`src/flash_rewrite_pkg.sv`:
```
/*
 Shared constants for the flash rewrite sequencer: state encoding,
 target and mode codes, and timing counts at the 40 MHz core clock.
 Assumes a single core clock domain shared with the CPU.
*/
package flash_rewrite_pkg;
	localparam int unsigned CLK_PERIOD_PS = 25000;
	// Suspend latency and restart period, in ns
	localparam int unsigned SUSPEND_LATENCY_NS = 5000;
	localparam int unsigned RESTART_PERIOD_NS = 10000;
	localparam int unsigned SUSPEND_LATENCY_CYC =
		(SUSPEND_LATENCY_NS * 1000 + CLK_PERIOD_PS - 1) / CLK_PERIOD_PS;
	localparam int unsigned RESTART_PERIOD_CYC =
		(RESTART_PERIOD_NS * 1000 + CLK_PERIOD_PS - 1) / CLK_PERIOD_PS;
	// Modelled operation lengths in cycles
	localparam int unsigned ERASE_CYC = 1024;
	localparam int unsigned PROGRAM_CYC = 64;
	localparam int CNT_W = 11;
	localparam int BLK_W = 4;
	localparam logic [CNT_W-1:0] CNT_ZERO = 11'h000;
	localparam logic [CNT_W-1:0] CNT_ONE = 11'h001;
	localparam logic [CNT_W-1:0] LAT_LOAD = CNT_W'(SUSPEND_LATENCY_CYC);
	localparam logic [CNT_W-1:0] RST_LOAD = CNT_W'(RESTART_PERIOD_CYC);
	localparam logic [CNT_W-1:0] ERASE_LOAD = CNT_W'(ERASE_CYC);
	localparam logic [CNT_W-1:0] PROG_LOAD = CNT_W'(PROGRAM_CYC);
	// Target and mode codes
	localparam logic TARGET_DATA_FLASH = 1'b0;
	localparam logic TARGET_PROGRAM_ROM = 1'b1;
	localparam logic MODE_RAM_EXECUTE = 1'b0;
	localparam logic MODE_FLASH_EXECUTE = 1'b1;

	typedef enum logic [5:0] {
		ST_IDLE = 6'h01,
		ST_ERASE = 6'h02,
		ST_PROGRAM = 6'h04,
		ST_SUSPENDING = 6'h08,
		ST_SUSPENDED = 6'h10,
		ST_RESTART = 6'h20
	} seq_state_e;
endpackage

```
`src/flash_rewrite_interrupt_suspend.sv`:
```
/*
 Flash rewrite sequencer: auto-erase and auto-program timing with
 erase-suspend, interrupt gating and forced abort with flash reset.
 Assumes the CPU core and interrupt controller run on core_clk and
 drive all inputs synchronously; commands only arrive while idle.
*/
`timescale 1ns/1ps
module flash_rewrite_interrupt_suspend
	import flash_rewrite_pkg::*;
(
	// Clock and reset
	input wire logic core_clk,
	input wire logic rst_n,
	// Command start
	input wire logic start_erase,
	input wire logic start_program,
	input wire logic [BLK_W-1:0] cmd_block,
	input wire logic cmd_target,
	input wire logic cmd_mode,
	input wire logic cmd_suspend_enable,
	// Control bit writes
	input wire logic ctl_write,
	input wire logic ctl_erase_suspend_request,
	input wire logic ctl_suspend_on_interrupt_enable,
	// Interrupt side
	input wire logic maskable_request,
	input wire logic maskable_ack,
	input wire logic nonmaskable_ack,
	// Flash array access
	input wire logic [BLK_W-1:0] access_block,
	// Status and grants
	output logic erase_suspend_request,
	output logic suspend_on_interrupt_enable,
	output logic busy,
	output logic suspended,
	output logic op_done,
	output logic op_aborted,
	output logic flash_reset,
	output logic maskable_grant,
	output logic nonmaskable_grant,
	output logic access_allow
);
	seq_state_e state, next_state;
	logic [CNT_W-1:0] remain, next_remain;
	logic [CNT_W-1:0] wait_cnt, next_wait_cnt;
	logic [BLK_W-1:0] blk, next_blk;
	logic target, next_target;
	logic mode, next_mode;
	logic susp_en, next_susp_en;
	logic next_erase_suspend_request;
	logic next_suspend_on_interrupt_enable;
	logic next_busy, next_suspended, next_op_done, next_op_aborted;
	logic next_flash_reset, next_maskable_grant, next_nonmaskable_grant;
	logic next_access_allow;
	logic erasing, rom_ram, rom_flash_susp, auto_set, abort;

	always_comb begin
		next_state = state;
		next_remain = remain;
		next_wait_cnt = wait_cnt;
		next_blk = blk;
		next_target = target;
		next_mode = mode;
		next_susp_en = susp_en;
		next_op_done = 1'b0;
		next_op_aborted = 1'b0;
		erasing = (state == ST_ERASE);
		rom_ram = (target == TARGET_PROGRAM_ROM) &&
			(mode == MODE_RAM_EXECUTE);
		rom_flash_susp = (target == TARGET_PROGRAM_ROM) &&
			(mode == MODE_FLASH_EXECUTE) && susp_en;
		// Software write first, so the hardware set below wins
		next_erase_suspend_request = erase_suspend_request;
		next_suspend_on_interrupt_enable = suspend_on_interrupt_enable;
		if (ctl_write) begin
			next_erase_suspend_request = ctl_erase_suspend_request;
			next_suspend_on_interrupt_enable =
				ctl_suspend_on_interrupt_enable;
		end
		// Data flash: acknowledged interrupt with auto-suspend on
		auto_set = erasing && susp_en && suspend_on_interrupt_enable &&
			(target == TARGET_DATA_FLASH) &&
			(maskable_ack || nonmaskable_ack);
		// Flash-execute ROM: handler cannot run, so the request suspends
		if (erasing && rom_flash_susp && maskable_request) begin
			auto_set = 1'b1;
		end
		if (auto_set) begin
			next_erase_suspend_request = 1'b1;
		end
		abort = rom_ram && nonmaskable_ack &&
			(state != ST_IDLE) && (state != ST_RESTART);
		case (state)
			ST_IDLE: begin
				if (start_erase || start_program) begin
					next_blk = cmd_block;
					next_target = cmd_target;
					next_mode = cmd_mode;
					next_susp_en = cmd_suspend_enable;
					next_state = start_erase ? ST_ERASE : ST_PROGRAM;
					next_remain = start_erase ? ERASE_LOAD : PROG_LOAD;
				end
			end
			ST_ERASE, ST_PROGRAM: begin
				// Watchdog is not frozen here; software uses suspend
				// windows to refresh it
				if (remain == CNT_ONE) begin
					next_state = ST_IDLE;
					next_remain = CNT_ZERO;
					next_op_done = 1'b1;
				end else begin
					next_remain = remain - CNT_ONE;
				end
				if (erasing && susp_en && erase_suspend_request &&
						remain != CNT_ONE) begin
					next_state = ST_SUSPENDING;
					next_wait_cnt = LAT_LOAD;
				end
			end
			ST_SUSPENDING: begin
				// Erase keeps running until the latency has elapsed
				next_remain = (remain > CNT_ONE) ? remain - CNT_ONE : remain;
				if (wait_cnt == CNT_ONE) begin
					next_state = ST_SUSPENDED;
				end else begin
					next_wait_cnt = wait_cnt - CNT_ONE;
				end
			end
			ST_SUSPENDED: begin
				if (!erase_suspend_request) begin
					next_state = ST_ERASE;
				end
			end
			ST_RESTART: begin
				if (wait_cnt == CNT_ONE) begin
					next_state = ST_IDLE;
				end else begin
					next_wait_cnt = wait_cnt - CNT_ONE;
				end
			end
			default: begin
				next_state = ST_IDLE;
			end
		endcase
		// Forced stop overrides any other progress
		if (abort) begin
			next_state = ST_RESTART;
			next_wait_cnt = RST_LOAD;
			next_remain = CNT_ZERO;
			next_op_aborted = 1'b1;
			// A cut operation never reports normal completion
			next_op_done = 1'b0;
			next_erase_suspend_request = 1'b0;
		end
		next_busy = (next_state != ST_IDLE);
		next_suspended = (next_state == ST_SUSPENDED);
		next_flash_reset = (next_state == ST_RESTART);
		// Non-maskable grant withheld only while the flash restarts
		next_nonmaskable_grant = (next_state != ST_RESTART);
		// Maskable gating depends on target, mode and suspend setting
		if (next_state == ST_IDLE || next_state == ST_RESTART) begin
			next_maskable_grant = (next_state == ST_IDLE);
		end else if (next_target == TARGET_DATA_FLASH) begin
			next_maskable_grant = 1'b1;
		end else if (next_mode == MODE_RAM_EXECUTE) begin
			// Vector must sit in RAM; that is the caller's duty
			next_maskable_grant = 1'b1;
		end else if (next_susp_en && (next_state == ST_ERASE ||
				next_state == ST_SUSPENDING || next_state == ST_SUSPENDED)) begin
			next_maskable_grant = (next_state == ST_SUSPENDED);
		end else begin
			next_maskable_grant = 1'b0;
		end
		// Only the interrupted block is fenced while suspended
		next_access_allow = (next_state == ST_IDLE) ||
			((next_state == ST_SUSPENDED) && (access_block != next_blk));
	end

	always_ff @(posedge core_clk or negedge rst_n) begin
		if (!rst_n) begin
			state <= ST_IDLE;
			remain <= CNT_ZERO;
			wait_cnt <= CNT_ZERO;
			blk <= '0;
			target <= TARGET_DATA_FLASH;
			mode <= MODE_RAM_EXECUTE;
			susp_en <= 1'b0;
			erase_suspend_request <= 1'b0;
			suspend_on_interrupt_enable <= 1'b0;
			busy <= 1'b0;
			suspended <= 1'b0;
			op_done <= 1'b0;
			op_aborted <= 1'b0;
			flash_reset <= 1'b0;
			maskable_grant <= 1'b1;
			nonmaskable_grant <= 1'b1;
			access_allow <= 1'b1;
		end else begin
			state <= next_state;
			remain <= next_remain;
			wait_cnt <= next_wait_cnt;
			blk <= next_blk;
			target <= next_target;
			mode <= next_mode;
			susp_en <= next_susp_en;
			erase_suspend_request <= next_erase_suspend_request;
			suspend_on_interrupt_enable <= next_suspend_on_interrupt_enable;
			busy <= next_busy;
			suspended <= next_suspended;
			op_done <= next_op_done;
			op_aborted <= next_op_aborted;
			flash_reset <= next_flash_reset;
			maskable_grant <= next_maskable_grant;
			nonmaskable_grant <= next_nonmaskable_grant;
			access_allow <= next_access_allow;
		end
	end
endmodule

```
`config.mk`:
```
export PLATFORM = sky130hd
export DESIGN_NAME = flash_rewrite_interrupt_suspend
export DESIGN_NICKNAME = d
export VERILOG_FILES = /design/src/flash_rewrite_pkg.sv /design/src/flash_rewrite_interrupt_suspend.sv
export SDC_FILE = /design/constraint.sdc
export NUM_CORES = 1
export LEC_CHECK = 0
export BUFFER_PORTS_ARGS = -buffer_cell sky130_fd_sc_hd__buf_2
export CAP_MARGIN = 25
export CORE_ASPECT_RATIO = 1.4
export CORE_UTILIZATION = 53
export CTS_CLUSTER_DIAMETER = 100
export CTS_CLUSTER_SIZE = 40
export DETAILED_ROUTE_END_ITERATION = 12
export PLACE_DENSITY = 0.73
export SLEW_MARGIN = 15
export SYNTH_ARGS = -nofsm -noshare
export SYNTH_HDL_FRONTEND = slang
export SYNTH_SLANG_ARGS = --single-unit
```
`constraint.sdc`:
```
create_clock -name core_clk -period 2.16 [get_ports core_clk]
set_clock_uncertainty 0.1 [all_clocks]
set_input_delay 0.216 -clock core_clk [delete_from_list [all_inputs] [get_ports core_clk]]
set_output_delay 0.216 -clock core_clk [all_outputs]
set_load 0.02 [all_outputs]
```
==> metrics.md, run 1 <==
| Metric | Value |
|---|---|
| Largest net degree at the start of global routing | 35 |
| Post-Synth Simple-Gate Area | between 20% and 30% |
| Xor and xnor area share after synthesis | 3.40% |
| CP max FO | 8 |
| Wirelength per Cell | 17.1 µm |
| Netlist cell types | 65 |
| Number of remaining DRC errors | 0 |
| Largest stage delay, worst path | 0.54 ns |
| Fin crit share | 101% |
| Max Clock Freq | ~460 MHz |
| CP Data Required Time | about 2.3 ns |
| Final nets | 403 |
| Final Worst Setup Slack | -0.0241 ns |
| GRT Overall Usage | 28.4% |
| Syn_nets | 322 |
| Worst-Margin Slew | between 0.7 and 0.8 ns |
| Final instance area | 3740 µm² |
| Pwr Total | 0.00561 W |
| Area of the die | 5650 µm² |
| Worst-Skew Late Latency | about 0.30 ns |
| Worst Hold End | susp_en |
| Top Ports | 31 |
| Dpl hpwl | 5.60 mm |
| FILL cells | 376 |
| FF-to-FF Start | state[1] |
| Critical path buffers and inverters | 1 |
| Clk pin slew, worst setup/hold paths | 0.09 ns |
| Hold Path Class | in2reg |
| Initial DRT Pass Iterations | 4 |
| Max cap viols | 0 |
| # rows | 31 |
| Max-slew headroom | 47.6% |
| Vert. Die Dim | a little under 90 µm |
| Synth Area in Compound Gates | 20.4% |
| Hold Path Cell Cnt | 3 |
| Via density | 5.98 |
| Min Tclk post-route | about 2.2 ns |
| FF+latch count, synth | 45 |
| Core area | between 5000 and 6000 µm² |
| Area Growth Syn to Fin | 31.8% |
| Initial antenna violation count | 0 |
| Synth async-reset ratio | 100% |
| Final wirelength | roughly 7.6 mm |
| Placed Area | ~3400 µm² |
| Initial core utilization | between 50% and 60% |
| Synth area leaders | dfrtp_1, dfstp_2, nor2_1, o21ai_0, mux2_2 |
| Final ANT Viol Nets | 0 |
| Synthesized area | 2840 µm² |
| Area leader, netlist | dfrtp_1 |
| TritonCTS clock tree | done |
| Hold WS | 0.0358 ns |
| Root Buffer | clkbuf_8 |
| Crit. End Element | flip-flop |
| Die Wd | 63.8 µm |
| Critical Path, Cell by Cell | or4b_4 -> or3_4 -> o2bb2ai_4 -> buf_4 -> a211oi_1 -> mux2i_1 |
| Vias in the first global route | 2765 |
| Post-synthesis cell count | a little under 300 |
| H-tree Lvls | 2 |
| Status | finished with violations |
| Largest family of logic cells by synthesized area | simple AND/OR/NAND/NOR gates |
| Startpoint Class | flip-flop |
| Via count | about 2700 |
| Reg-to-reg setup timing slack | -0.02 ns |
| Setup TNS Final | -0.0494 ns |
| Global-route wire length before repair | 12.4 mm |
| Hold wc startpoint | cmd_suspend_enable |
| GR Overflow Total | 0 |
| Post-synth top area share | 36.2% |
| Most frequent cells in the layout | buf_4, dfrtp_1, buf_2, nor2_1 |
| Max clock buf depth | 2 |
| Most common cell after layout, fill and taps aside | buf_4 |
| Violated checks | negative setup slack |
| Top_reg_cell synth | dfrtp_1 |
| Routability cong. | 0.946 |
| Sequential share of the synthesized area | 39.9% |
| CTS sink cnt | 45 |
| Max stage delay cell, worst path | or4b_4 |
| WP data arrival | 2.27 ns |
| Number of synthesized flops with an enable pin | 0 |
| Crit path kind | reg2reg |
| RSZ-0062 raised after global routing | yes |
| Place WS | -0.116 ns |
| Peak VDD IR | 711 µV |
| Synth warn | 0 |
| Pwr dens | 1500 nW/µm² |
| LEAKAGE | 1.62 nW |
| RR Endpoint | remain[5] |
| Post-synthesis mux area share | 6.53% |
| Top delay family on crit path | simple AND/OR/NAND/NOR gates |
| PortBufs | 30 |
| Adder-Cell Fraction of Synth Area | around 1.8% |
| TritonCTS buffer count | 5 |
| Fin. max-slew vios | 0 |
| Initial DRC Count | 176 |
| Worst reg2reg path depth | 6 |
| Antenna fix cells | 0 |
| Share of cells above drive strength 1 | between 40% and 50% |
| Final Hold Fails | 0 |
| Worst path depth | 6 |
| Final setup vio count | 6 |
| Syn Area/Cell | 9.55 µm² |
==> final cells by class <==
cell class | instances | area (µm²) | share of cell area, %
multi-input cells | 219 | 1720 | 46.1
flip-flops and latches | 45 | 1130 | 30.4
clock buffers | 5 | 68.8 | 1.84
repair buffers | 93 | 658 | 17.6
well taps | 66 | 82.6 | 2.21
clock inverters | 3 | 17.5 | 0.469
inverters | 14 | 52.6 | 1.41
==> worst max-delay path by stage <==
stage / end / slack [ns] / start
final: remain[5] / -0.02 / state[1]
after detailed placement: wait_cnt[8] / -0.12 / wait_cnt[1]
after global routing: remain[3] / -0.09 / state[1]
after floorplan: wait_cnt[4] / 0.0007 / wait_cnt[7]
after global placement: wait_cnt[8] / -0.06 / wait_cnt[1]
after CTS: remain[8] / -0.02 / state[1]
==> routing by layer <==
layer  vias to the layer above  GRT usage (%)  routed length (µm)
met5                         -              0                   0
met4                         0           13.4                 148
met3                        14           4.51                 257
met2                        68           52.9                4180
met1                      1310           31.4                3050
li1                       1270              -                   -
==> worst min-delay path: cells and delay by family <==
family                 cells  cell delay (ns)
buffers and inverters      2             0.12
multiplexers               1             0.07
==> power by group <==
group / internal (W) / leakage (nW) / switching (W) / total [W]
Sequential: 0.00119 / 0.560 / 0.000284 / 0.00148
Clock: 0.000224 / 0.0439 / 0.000296 / 0.000520
Combinational: 0.00177 / 1.02 / 0.00183 / 0.00361
Total: 0.00319 / 1.62 / 0.00242 / 0.00561
==> through the flow <==
step / util [%] / cells
after floorplan: - / 297
after global placement: 66.5 / 434
after detailed placement: 66.5 / 434
after CTS: 68.9 / 443
after global routing: 72.4 / 445
final: 72.4 / 445
==> flip-flops by register name, summed over array words and instances, names as in the netlist <==
signal / cells
access_allow: 1
blk: 4
busy: 1
erase_suspend_request: 1
flash_reset: 1
maskable_grant: 1
mode: 1
nonmaskable_grant: 1
op_aborted: 1
op_done: 1
remain: 11
state: 6
susp_en: 1
suspend_on_interrupt_enable: 1
suspended: 1
target: 1
wait_cnt: 11
==> logic make-up (layout without fill, tap and decap cells) <==
kind of cell               Yosys count  after routing
xor gates and xnor gates            11             11
buffers and inverters               33            115
AOI/OAI and AO/OA                   81             81
and+or+nand+nor                    106            106
adders and majority gates            4              4
muxes                               17             17
DFF                                 45             45
==> synthesized netlist by cell type (all sizes together), types with 2 or more instances <==
master   number
or4b          2
mux2          9
a21boi        2
or3           4
o22ai         3
o32ai         3
mux2i         8
dfstp         4
or4           4
a21oi        17
a211oi        3
nor2         27
a211o         4
nand4         5
a31oi         2
buf          12
o2bb2ai       3
nor4          9
nand3         7
nor3         11
ha            4
nor3b         2
o21ai        19
nor4b         4
o21a          3
a22oi         3
a2111oi       2
inv          14
or2           2
nand3b        3
and4          2
xor2          4
o211ai        7
a311oi        2
and3          3
xnor2         7
o2111ai       4
nand2b        6
clkbuf        7
dfrtp        41
nand2        12
and2          2
==> repair_timing <==
item                       4_1_cts  5_1_grt
pin swaps                        0        7
setup buffers                    0        2
setup endpoints to repair       12       26
hold endpoints to repair        28        0
resized for setup                8       38
hold buffers                     1        0
Note: power is estimated with default switching activity, not from simulation.
==> run 2: changes to the inputs <==
--- a/config.mk
+++ b/config.mk
@@ -5,14 +5,14 @@
 export SDC_FILE = /design/constraint.sdc
 export NUM_CORES = 1
 export LEC_CHECK = 0
-export BUFFER_PORTS_ARGS = -buffer_cell sky130_fd_sc_hd__buf_2
 export CAP_MARGIN = 25
 export CORE_ASPECT_RATIO = 1.4
-export CORE_UTILIZATION = 53
+export CORE_UTILIZATION = 57
 export CTS_CLUSTER_DIAMETER = 100
 export CTS_CLUSTER_SIZE = 40
 export DETAILED_ROUTE_END_ITERATION = 12
-export PLACE_DENSITY = 0.73
+export DONT_BUFFER_PORTS = 1
+export PLACE_DENSITY = 0.72
 export SLEW_MARGIN = 15
 export SYNTH_ARGS = -nofsm -noshare
 export SYNTH_HDL_FRONTEND = slang
==> metrics.md, run 2 (synthesis results as in run 1) <==
| Metric | Value |
|---|---|
| Status | finished with violations |
| Violated checks | negative setup slack |
| Worst reg2reg path depth | 9 (+3) |
| Largest regs | remain x11, wait_cnt x11, state x6 |
| Final ANT Viol Nets | 0 (unchanged) |
| Critical Path, Cell by Cell | buf_4 -> nor4b_4 -> buf_4 -> nand4_1 -> o22ai_2 -> buf_4 -> buf_4 -> o22ai_1 -> and2_1 |
| Max stage delay cell, worst path | dfrtp_2 |
| CTS sink cnt | 45 (unchanged) |
| Worst-Skew Late Latency | 0.29 ns (about the same) |
| Max Clock Freq | 449 MHz (-2.0%) |
| Max-slew headroom | 69.5% (+22 points) |
| Initial antenna violation count | 0 (unchanged) |
| WP data arrival | 2.31 ns (+0.04 ns) |
| Most common cell after layout, fill and taps aside | buf_4 |
| FF-to-FF Start | state[1] |
| Fin crit share | 103% (+2.0 points) |
| Pwr Total | 0.00590 W (+5.3%) |
| Initial DRT Pass Iterations | 5 (+1) |
| Final Hold Fails | 0 (unchanged) |
| Max cap viols | 0 (unchanged) |
| Hold Path Cell Cnt | 2 (-1) |
| Min Tclk post-route | 2.23 ns (+0.0439 ns) |
| RSZ-0062 raised after global routing | yes |
| Hold Path Class | in2reg |
| Core area | 4800 µm² (-6.9%) |
| H-tree Lvls | 2 (unchanged) |
| Via count | 2769 (+4.0%) |
| CP max FO | 7 (-1) |
| Routability cong. | 0.968 (+2.3%) |
| Hold wc startpoint | ctl_erase_suspend_request |
| Crit path kind | reg2reg |
| Vias in the first global route | 2704 (-2.2%) |
| Vert. Die Dim | 85.5 µm (-3.5%) |
| Final instance area | 3830 µm² (+2.5%) |
| Fin. max-slew vios | 0 (unchanged) |
| Antenna fix cells | 0 (unchanged) |
| GR Overflow Total | 0 (unchanged) |
| Share of cells above drive strength 1 | 39.6% (-2.3 points) |
| Largest net degree at the start of global routing | 46 (+31%) |
| TritonCTS clock tree | done |
| Worst-Margin Slew | 0.453 ns (-0.333 ns) |
| Crit. End Element | flip-flop |
| Top Ports | 31 (unchanged) |
| Place WS | -0.128 ns (-0.0115 ns) |
| Area of the die | 5260 µm² (-6.8%) |
| Largest stage delay, worst path | 0.44 ns (-0.10 ns) |
| Worst Hold End | erase_suspend_request |
| Crit path top cell by count | buf_4 |
| FILL cells | 330 (-12%) |
| Root Buffer | clkbuf_8 |
| TritonCTS buffer count | 5 (unchanged) |
| Max clock buf depth | 2 (unchanged) |
| # rows | 30 (-3.2%) |
| Final Worst Setup Slack | -0.0680 ns (-0.0439 ns) |
| Reg-to-reg setup timing slack | -0.07 ns (-0.04 ns) |
| Most frequent cells in the layout | buf_4, dfrtp_1, nor2_1, o21ai_0, a21oi_1 |
| Clk pin slew, worst setup/hold paths | 0.08 ns (about the same) |
| Wirelength per Cell | 19.1 µm (+11%) |
| Number of remaining DRC errors | 0 (unchanged) |
| Final setup vio count | 9 (+3) |
| PortBufs | 0 (-100%) |
| Via density | 6.29 (+5.2%) |
| Final cell utilization of the core | 79.8% (+7.3 points) |
| Final nets | 401 (-0.50%) |
| Initial DRC Count | 253 (+44%) |
| RR Endpoint | wait_cnt[1] |
| Dpl hpwl | 5.48 mm (-2.3%) |
| Area Growth Syn to Fin | 35.2% |
| Peak VDD IR | 899 µV (+26%) |
| CP Data Required Time | 2.25 ns (about the same) |
| Final wirelength | 8.41 mm (+10%) |
| Startpoint Class | flip-flop |
| Pwr dens | 1540 nW/µm² (+2.7%) |
| GRT Overall Usage | 31.9% (+3.4 points) |
| Placed Area | 3300 µm² (-3.7%) |
| LEAKAGE | 1.64 nW (+1.4%) |
| Die Wd | 61.6 µm (-3.5%) |
| Initial core utilization | 59.0% (+4.1 points) |
| Global-route wire length before repair | 12.5 mm (+1.1%) |
==> run 2: layout make-up <==
cell class                      count  area [µm²]  area share [%]
Tap cell                           64        80.1            2.09
Timing Repair Buffer               91         749            19.6
Sequential cell                    45        1140            29.6
Multi-Input combinational cell    219        1730            45.1
Clock buffer                        7        86.3            2.25
Inverter                           14        52.6            1.37
==> run 2: critical path: cells and delay by family, from the launching register on <==
family          cells  cell delay (ns)
simple gates        3             0.63
flops               1             0.44
compound gates      2             0.38
buf+inv             4             0.56
==> run 2: where the power goes <==
part	switching (W)	internal, W
clock	0.000275	0.000254
combinational	0.00190	0.00192
sequential	0.000349	0.00120
==> run 2: worst max-delay path by stage <==
| stage | start | endpoint | slack [ns] | cells past startpoint |
|---|---|---|---|---|
| 6_report | state[1] | wait_cnt[1] | -0.07 | 9 |
| 5_1_grt | state[1] | remain[0] | -0.18 | 5 |
| 3_5_place_dp | state[1] | remain[3] | -0.13 | 7 |
| 4_1_cts | state[1] | remain[6] | -0.001 | 6 |
| 2_1_floorplan | wait_cnt[7] | wait_cnt[4] | 0.0007 | 6 |
| 3_3_place_gp | state[4] | remain[3] | -0.14 | 7 |
==> run 2: per-stage QoR <==
step / TNS, ns / hold slack (ns) / cells
finish: -0.355 / 0.0529 / 440
global route: -1.55 / 0.0545 / 440
CTS: -0.00106 / 0.0311 / 426
detailed placement: -0.626 / -0.179 / 407
global placement: -0.293 / -0.179 / 407
floorplan: 0 / -0.180 / 297
==> run 2: routing by layer <==
| metal | track usage, % | share of wire [%] |
|---|---|---|
| met5 | 0 | 0 |
| met2 | 55.3 | 53 |
| met4 | 12.1 | 3.7 |
| met3 | 5.18 | 5.0 |
| met1 | 37.9 | 38 |
==> run 2: timing repair <==
item                                    4_1_cts  5_1_grt
setup buffers                                 1       14
gates cloned                                  0        1
gates resized for setup                      15       32
hold endpoints to repair                     53        0
endpoints found under the setup margin       17       25
pin swaps                                     2        9
hold buffers                                 11        0
==> run 3: changes to the inputs <==
--- a/config.mk
+++ b/config.mk
@@ -12,7 +12,7 @@
 export CTS_CLUSTER_SIZE = 40
 export DETAILED_ROUTE_END_ITERATION = 12
 export DONT_BUFFER_PORTS = 1
-export PLACE_DENSITY = 0.72
+export PLACE_DENSITY = 0.75
 export SLEW_MARGIN = 15
 export SYNTH_ARGS = -nofsm -noshare
 export SYNTH_HDL_FRONTEND = slang
==> metrics.md, run 3 (synthesis results as in run 1) <==
| Metric | Value |
|---|---|
| Routed wl met2 | 4.69 mm (+5.4%) |
| Most frequent cells in the layout | buf_4, dfrtp_1, nor2_1, o21ai_0 |
| Final Worst Setup Slack | -0.0500 ns (+0.0179 ns) |
| Final nets | 391 (-2.5%) |
| Crit. End Element | flip-flop |
| Max clock buf depth | 2 (unchanged) |
| Non-Filler Instances | 431 (-2.0%) |
| Violated checks | negative setup slack |
| GRT Overall Usage | 32.8% (+0.98 points) |
| Met3 WL | 435 µm (+3.8%) |
| Largest stage delay, worst path | 0.55 ns (+0.11 ns) |
| Worst-Margin Slew | 0.509 ns (+0.0562 ns) |
| Setup TNS Final | -0.299 ns (+0.0557 ns) |
| Dpl hpwl | 5.51 mm (+0.69%) |
| CTS sink cnt | 45 (unchanged) |
| LEAKAGE | 1.62 nW (-1.7%) |
| Fin crit share | 102% (-0.83 points) |
| Max Clock Freq | 452 MHz (+0.81%) |
| Max layer used | met4 |
| RSZ-0062 raised after global routing | yes |
| RR Endpoint | remain[7] |
| Die Wd | 61.6 µm (unchanged) |
| Fin. max-slew vios | 0 (unchanged) |
| Area Growth Syn to Fin | 35.1% (about the same) |
| Final ANT Viol Nets | 0 (unchanged) |
| Hold Path Cell Cnt | 2 (unchanged) |
| Hold WS | 0.0363 ns (-0.0166 ns) |
| Root Buffer | clkbuf_8 |
| Initial DRT Pass Iterations | 5 (unchanged) |
| Via density | 6.40 (+1.7%) |
| Final Hold Fails | 0 (unchanged) |
| Core area | 4800 µm² (unchanged) |
| Placed cell count | 401 (-1.5%) |
| Via count | 2758 (-0.40%) |
| Initial DRC Count | 159 (-37%) |
| WP data arrival | 2.30 ns (about the same) |
| Startpoint Class | flip-flop |
| Hold Path Class | in2reg |
| Hold wc startpoint | ctl_erase_suspend_request |
| Min Tclk post-route | 2.21 ns (-0.0179 ns) |
| Peak VDD IR | 927 µV (+3.1%) |
| Max stage delay cell, worst path | or4b_4 |
| Switching power | 0.00260 W (+3.0%) |
| Reg power frac | 25.9% (-0.3 points) |
| Vert. Die Dim | 85.5 µm (unchanged) |
| Area of the die | 5260 µm² (unchanged) |
| Status | finished with violations |
| Worst-Skew Late Latency | 0.31 ns (+0.02 ns) |
| Worst reg2reg path depth | 6 (-3) |
| Crit path kind | reg2reg |
| TritonCTS buffer count | 5 (unchanged) |
| H-tree Lvls | 2 (unchanged) |
| Largest net degree at the start of global routing | 46 (unchanged) |
| Top Ports | 31 (unchanged) |
| Max cap viols | 0 (unchanged) |
| Combinational power share | 62.8% (-2.0 points) |
| Routability cong. | 0.938 (-3.1%) |
| Final cell utilization of the core | 79.7% (about the same) |
| Clk pin slew, worst setup/hold paths | 0.09 ns (about the same) |
| TritonCTS clock tree | done |
| CP max FO | 6 (-1) |
| Worst Hold End | erase_suspend_request |
| Largest regs | remain x11, wait_cnt x11, state x6 |
| FF-to-FF Start | state[1] |
| Initial antenna violation count | 0 (unchanged) |
| CP Data Required Time | 2.25 ns (about the same) |
| Most common cell after layout, fill and taps aside | buf_4 |
| Pint | 0.00340 W (+0.77%) |
| Initial core utilization | 59.0% (unchanged) |
| Met1 WL | 3.11 mm (-3.4%) |
| Wirelength per Cell | 20.0 µm (+4.7%) |
| Antenna fix cells | 0 (unchanged) |
| Vias in the first global route | 2766 (+2.3%) |
| Sw frac | 43.3% (+0.53 points) |
| GR Overflow Total | 0 (unchanged) |
| Final setup vio count | 12 (+3) |
| # rows | 30 (unchanged) |
| Critical Path, Cell by Cell | or4b_4 -> or3_4 -> o2bb2ai_4 -> buf_6 -> a21oi_1 -> mux2i_1 |
| PortBufs | 0 (unchanged) |
| Global-route wire length before repair | 12.8 mm (+1.9%) |
| Reg-to-reg setup timing slack | -0.05 ns (+0.02 ns) |
| Max-slew headroom | 66.0% (-3.4 points) |
| Final wirelength | 8.62 mm (+2.6%) |
| Number of remaining DRC errors | 0 (unchanged) |
| Pwr dens | 1570 nW/µm² (+1.8%) |
| Share of cells above drive strength 1 | 37.3% (-2.3 points) |
| Share of total power in the clock network | 11.2% (+2.2 points) |
run 3: changes by cell type in the layout (fill, tap and decap cells not counted), moves of 3 or more:
cell     delta
dfrtp_2     -3
buf_6       +3
dfrtp_1     +3
buf_4      -15
run 3: timing repair:
item,4_1_cts,5_1_grt
pin swaps,0,12
endpoints found under the setup margin,17,24
gates cloned,0,0
hold endpoints to repair,54,0
buffers inserted,0,10
hold buffers,12,0
resized for setup,15,37
run 3: layer usage:
metal,global-route usage (%),up-vias
met4,17.4,0
met5,0,-
met1,35.1,1356
met2,57.7,123
li1,-,1240
met3,6.86,39
run 3: per-stage QoR:
| step | setup WS (ns) | total power [W] | instance area (µm²) |
|---|---|---|---|
| 3_3_place_gp | -0.0299 | 0.00450 | 3260 |
| 2_1_floorplan | 0.000724 | 0.00349 | 2840 |
| 5_1_grt | -0.123 | 0.00636 | 3830 |
| 4_1_cts | -0.0355 | 0.00541 | 3580 |
| 3_5_place_dp | -0.118 | 0.00461 | 3260 |
| 6_report | -0.0500 | 0.00600 | 3830 |
run 3: cell type report:
| class | count | area, µm² |
|---|---|---|
| clock buffers | 5 | 68.8 |
| inverters | 14 | 52.6 |
| well taps | 64 | 80.1 |
| repair buffers | 81 | 701 |
| clock inverters | 3 | 47.5 |
| fillers | 299 | 973 |
| multi-input cells | 219 | 1750 |
| flip-flops and latches | 45 | 1130 |
run 3: worst max-delay path by stage:
stage,from,to,slack (ns),depth (start not counted)
2_1_floorplan,wait_cnt[7],wait_cnt[4],0.0007,6
3_3_place_gp,state[1],maskable_grant,-0.03,6
3_5_place_dp,state[1],remain[8],-0.12,5
4_1_cts,state[1],remain[8],-0.04,6
5_1_grt,state[3],access_allow,-0.12,8
6_report,state[1],remain[7],-0.05,6
run 3: power by group through the flow:
stage	Clock, W	Sequential [W]	Combinational, W
finish	0.000674	0.00156	0.00377
global route	0.000717	0.00158	0.00406
CTS	0.000691	0.00154	0.00318
detailed placement	0	0.00155	0.00306
global placement	0	0.00154	0.00296
floorplan	0	0.00148	0.00201
run 3: critical path, delay by kind of cell (launching register included):
kind            cells  cell delay, ns
simple gates        2            0.92
flops               1            0.44
compound gates      2            0.34
buf+inv             1            0.16
mux                 1            0.13
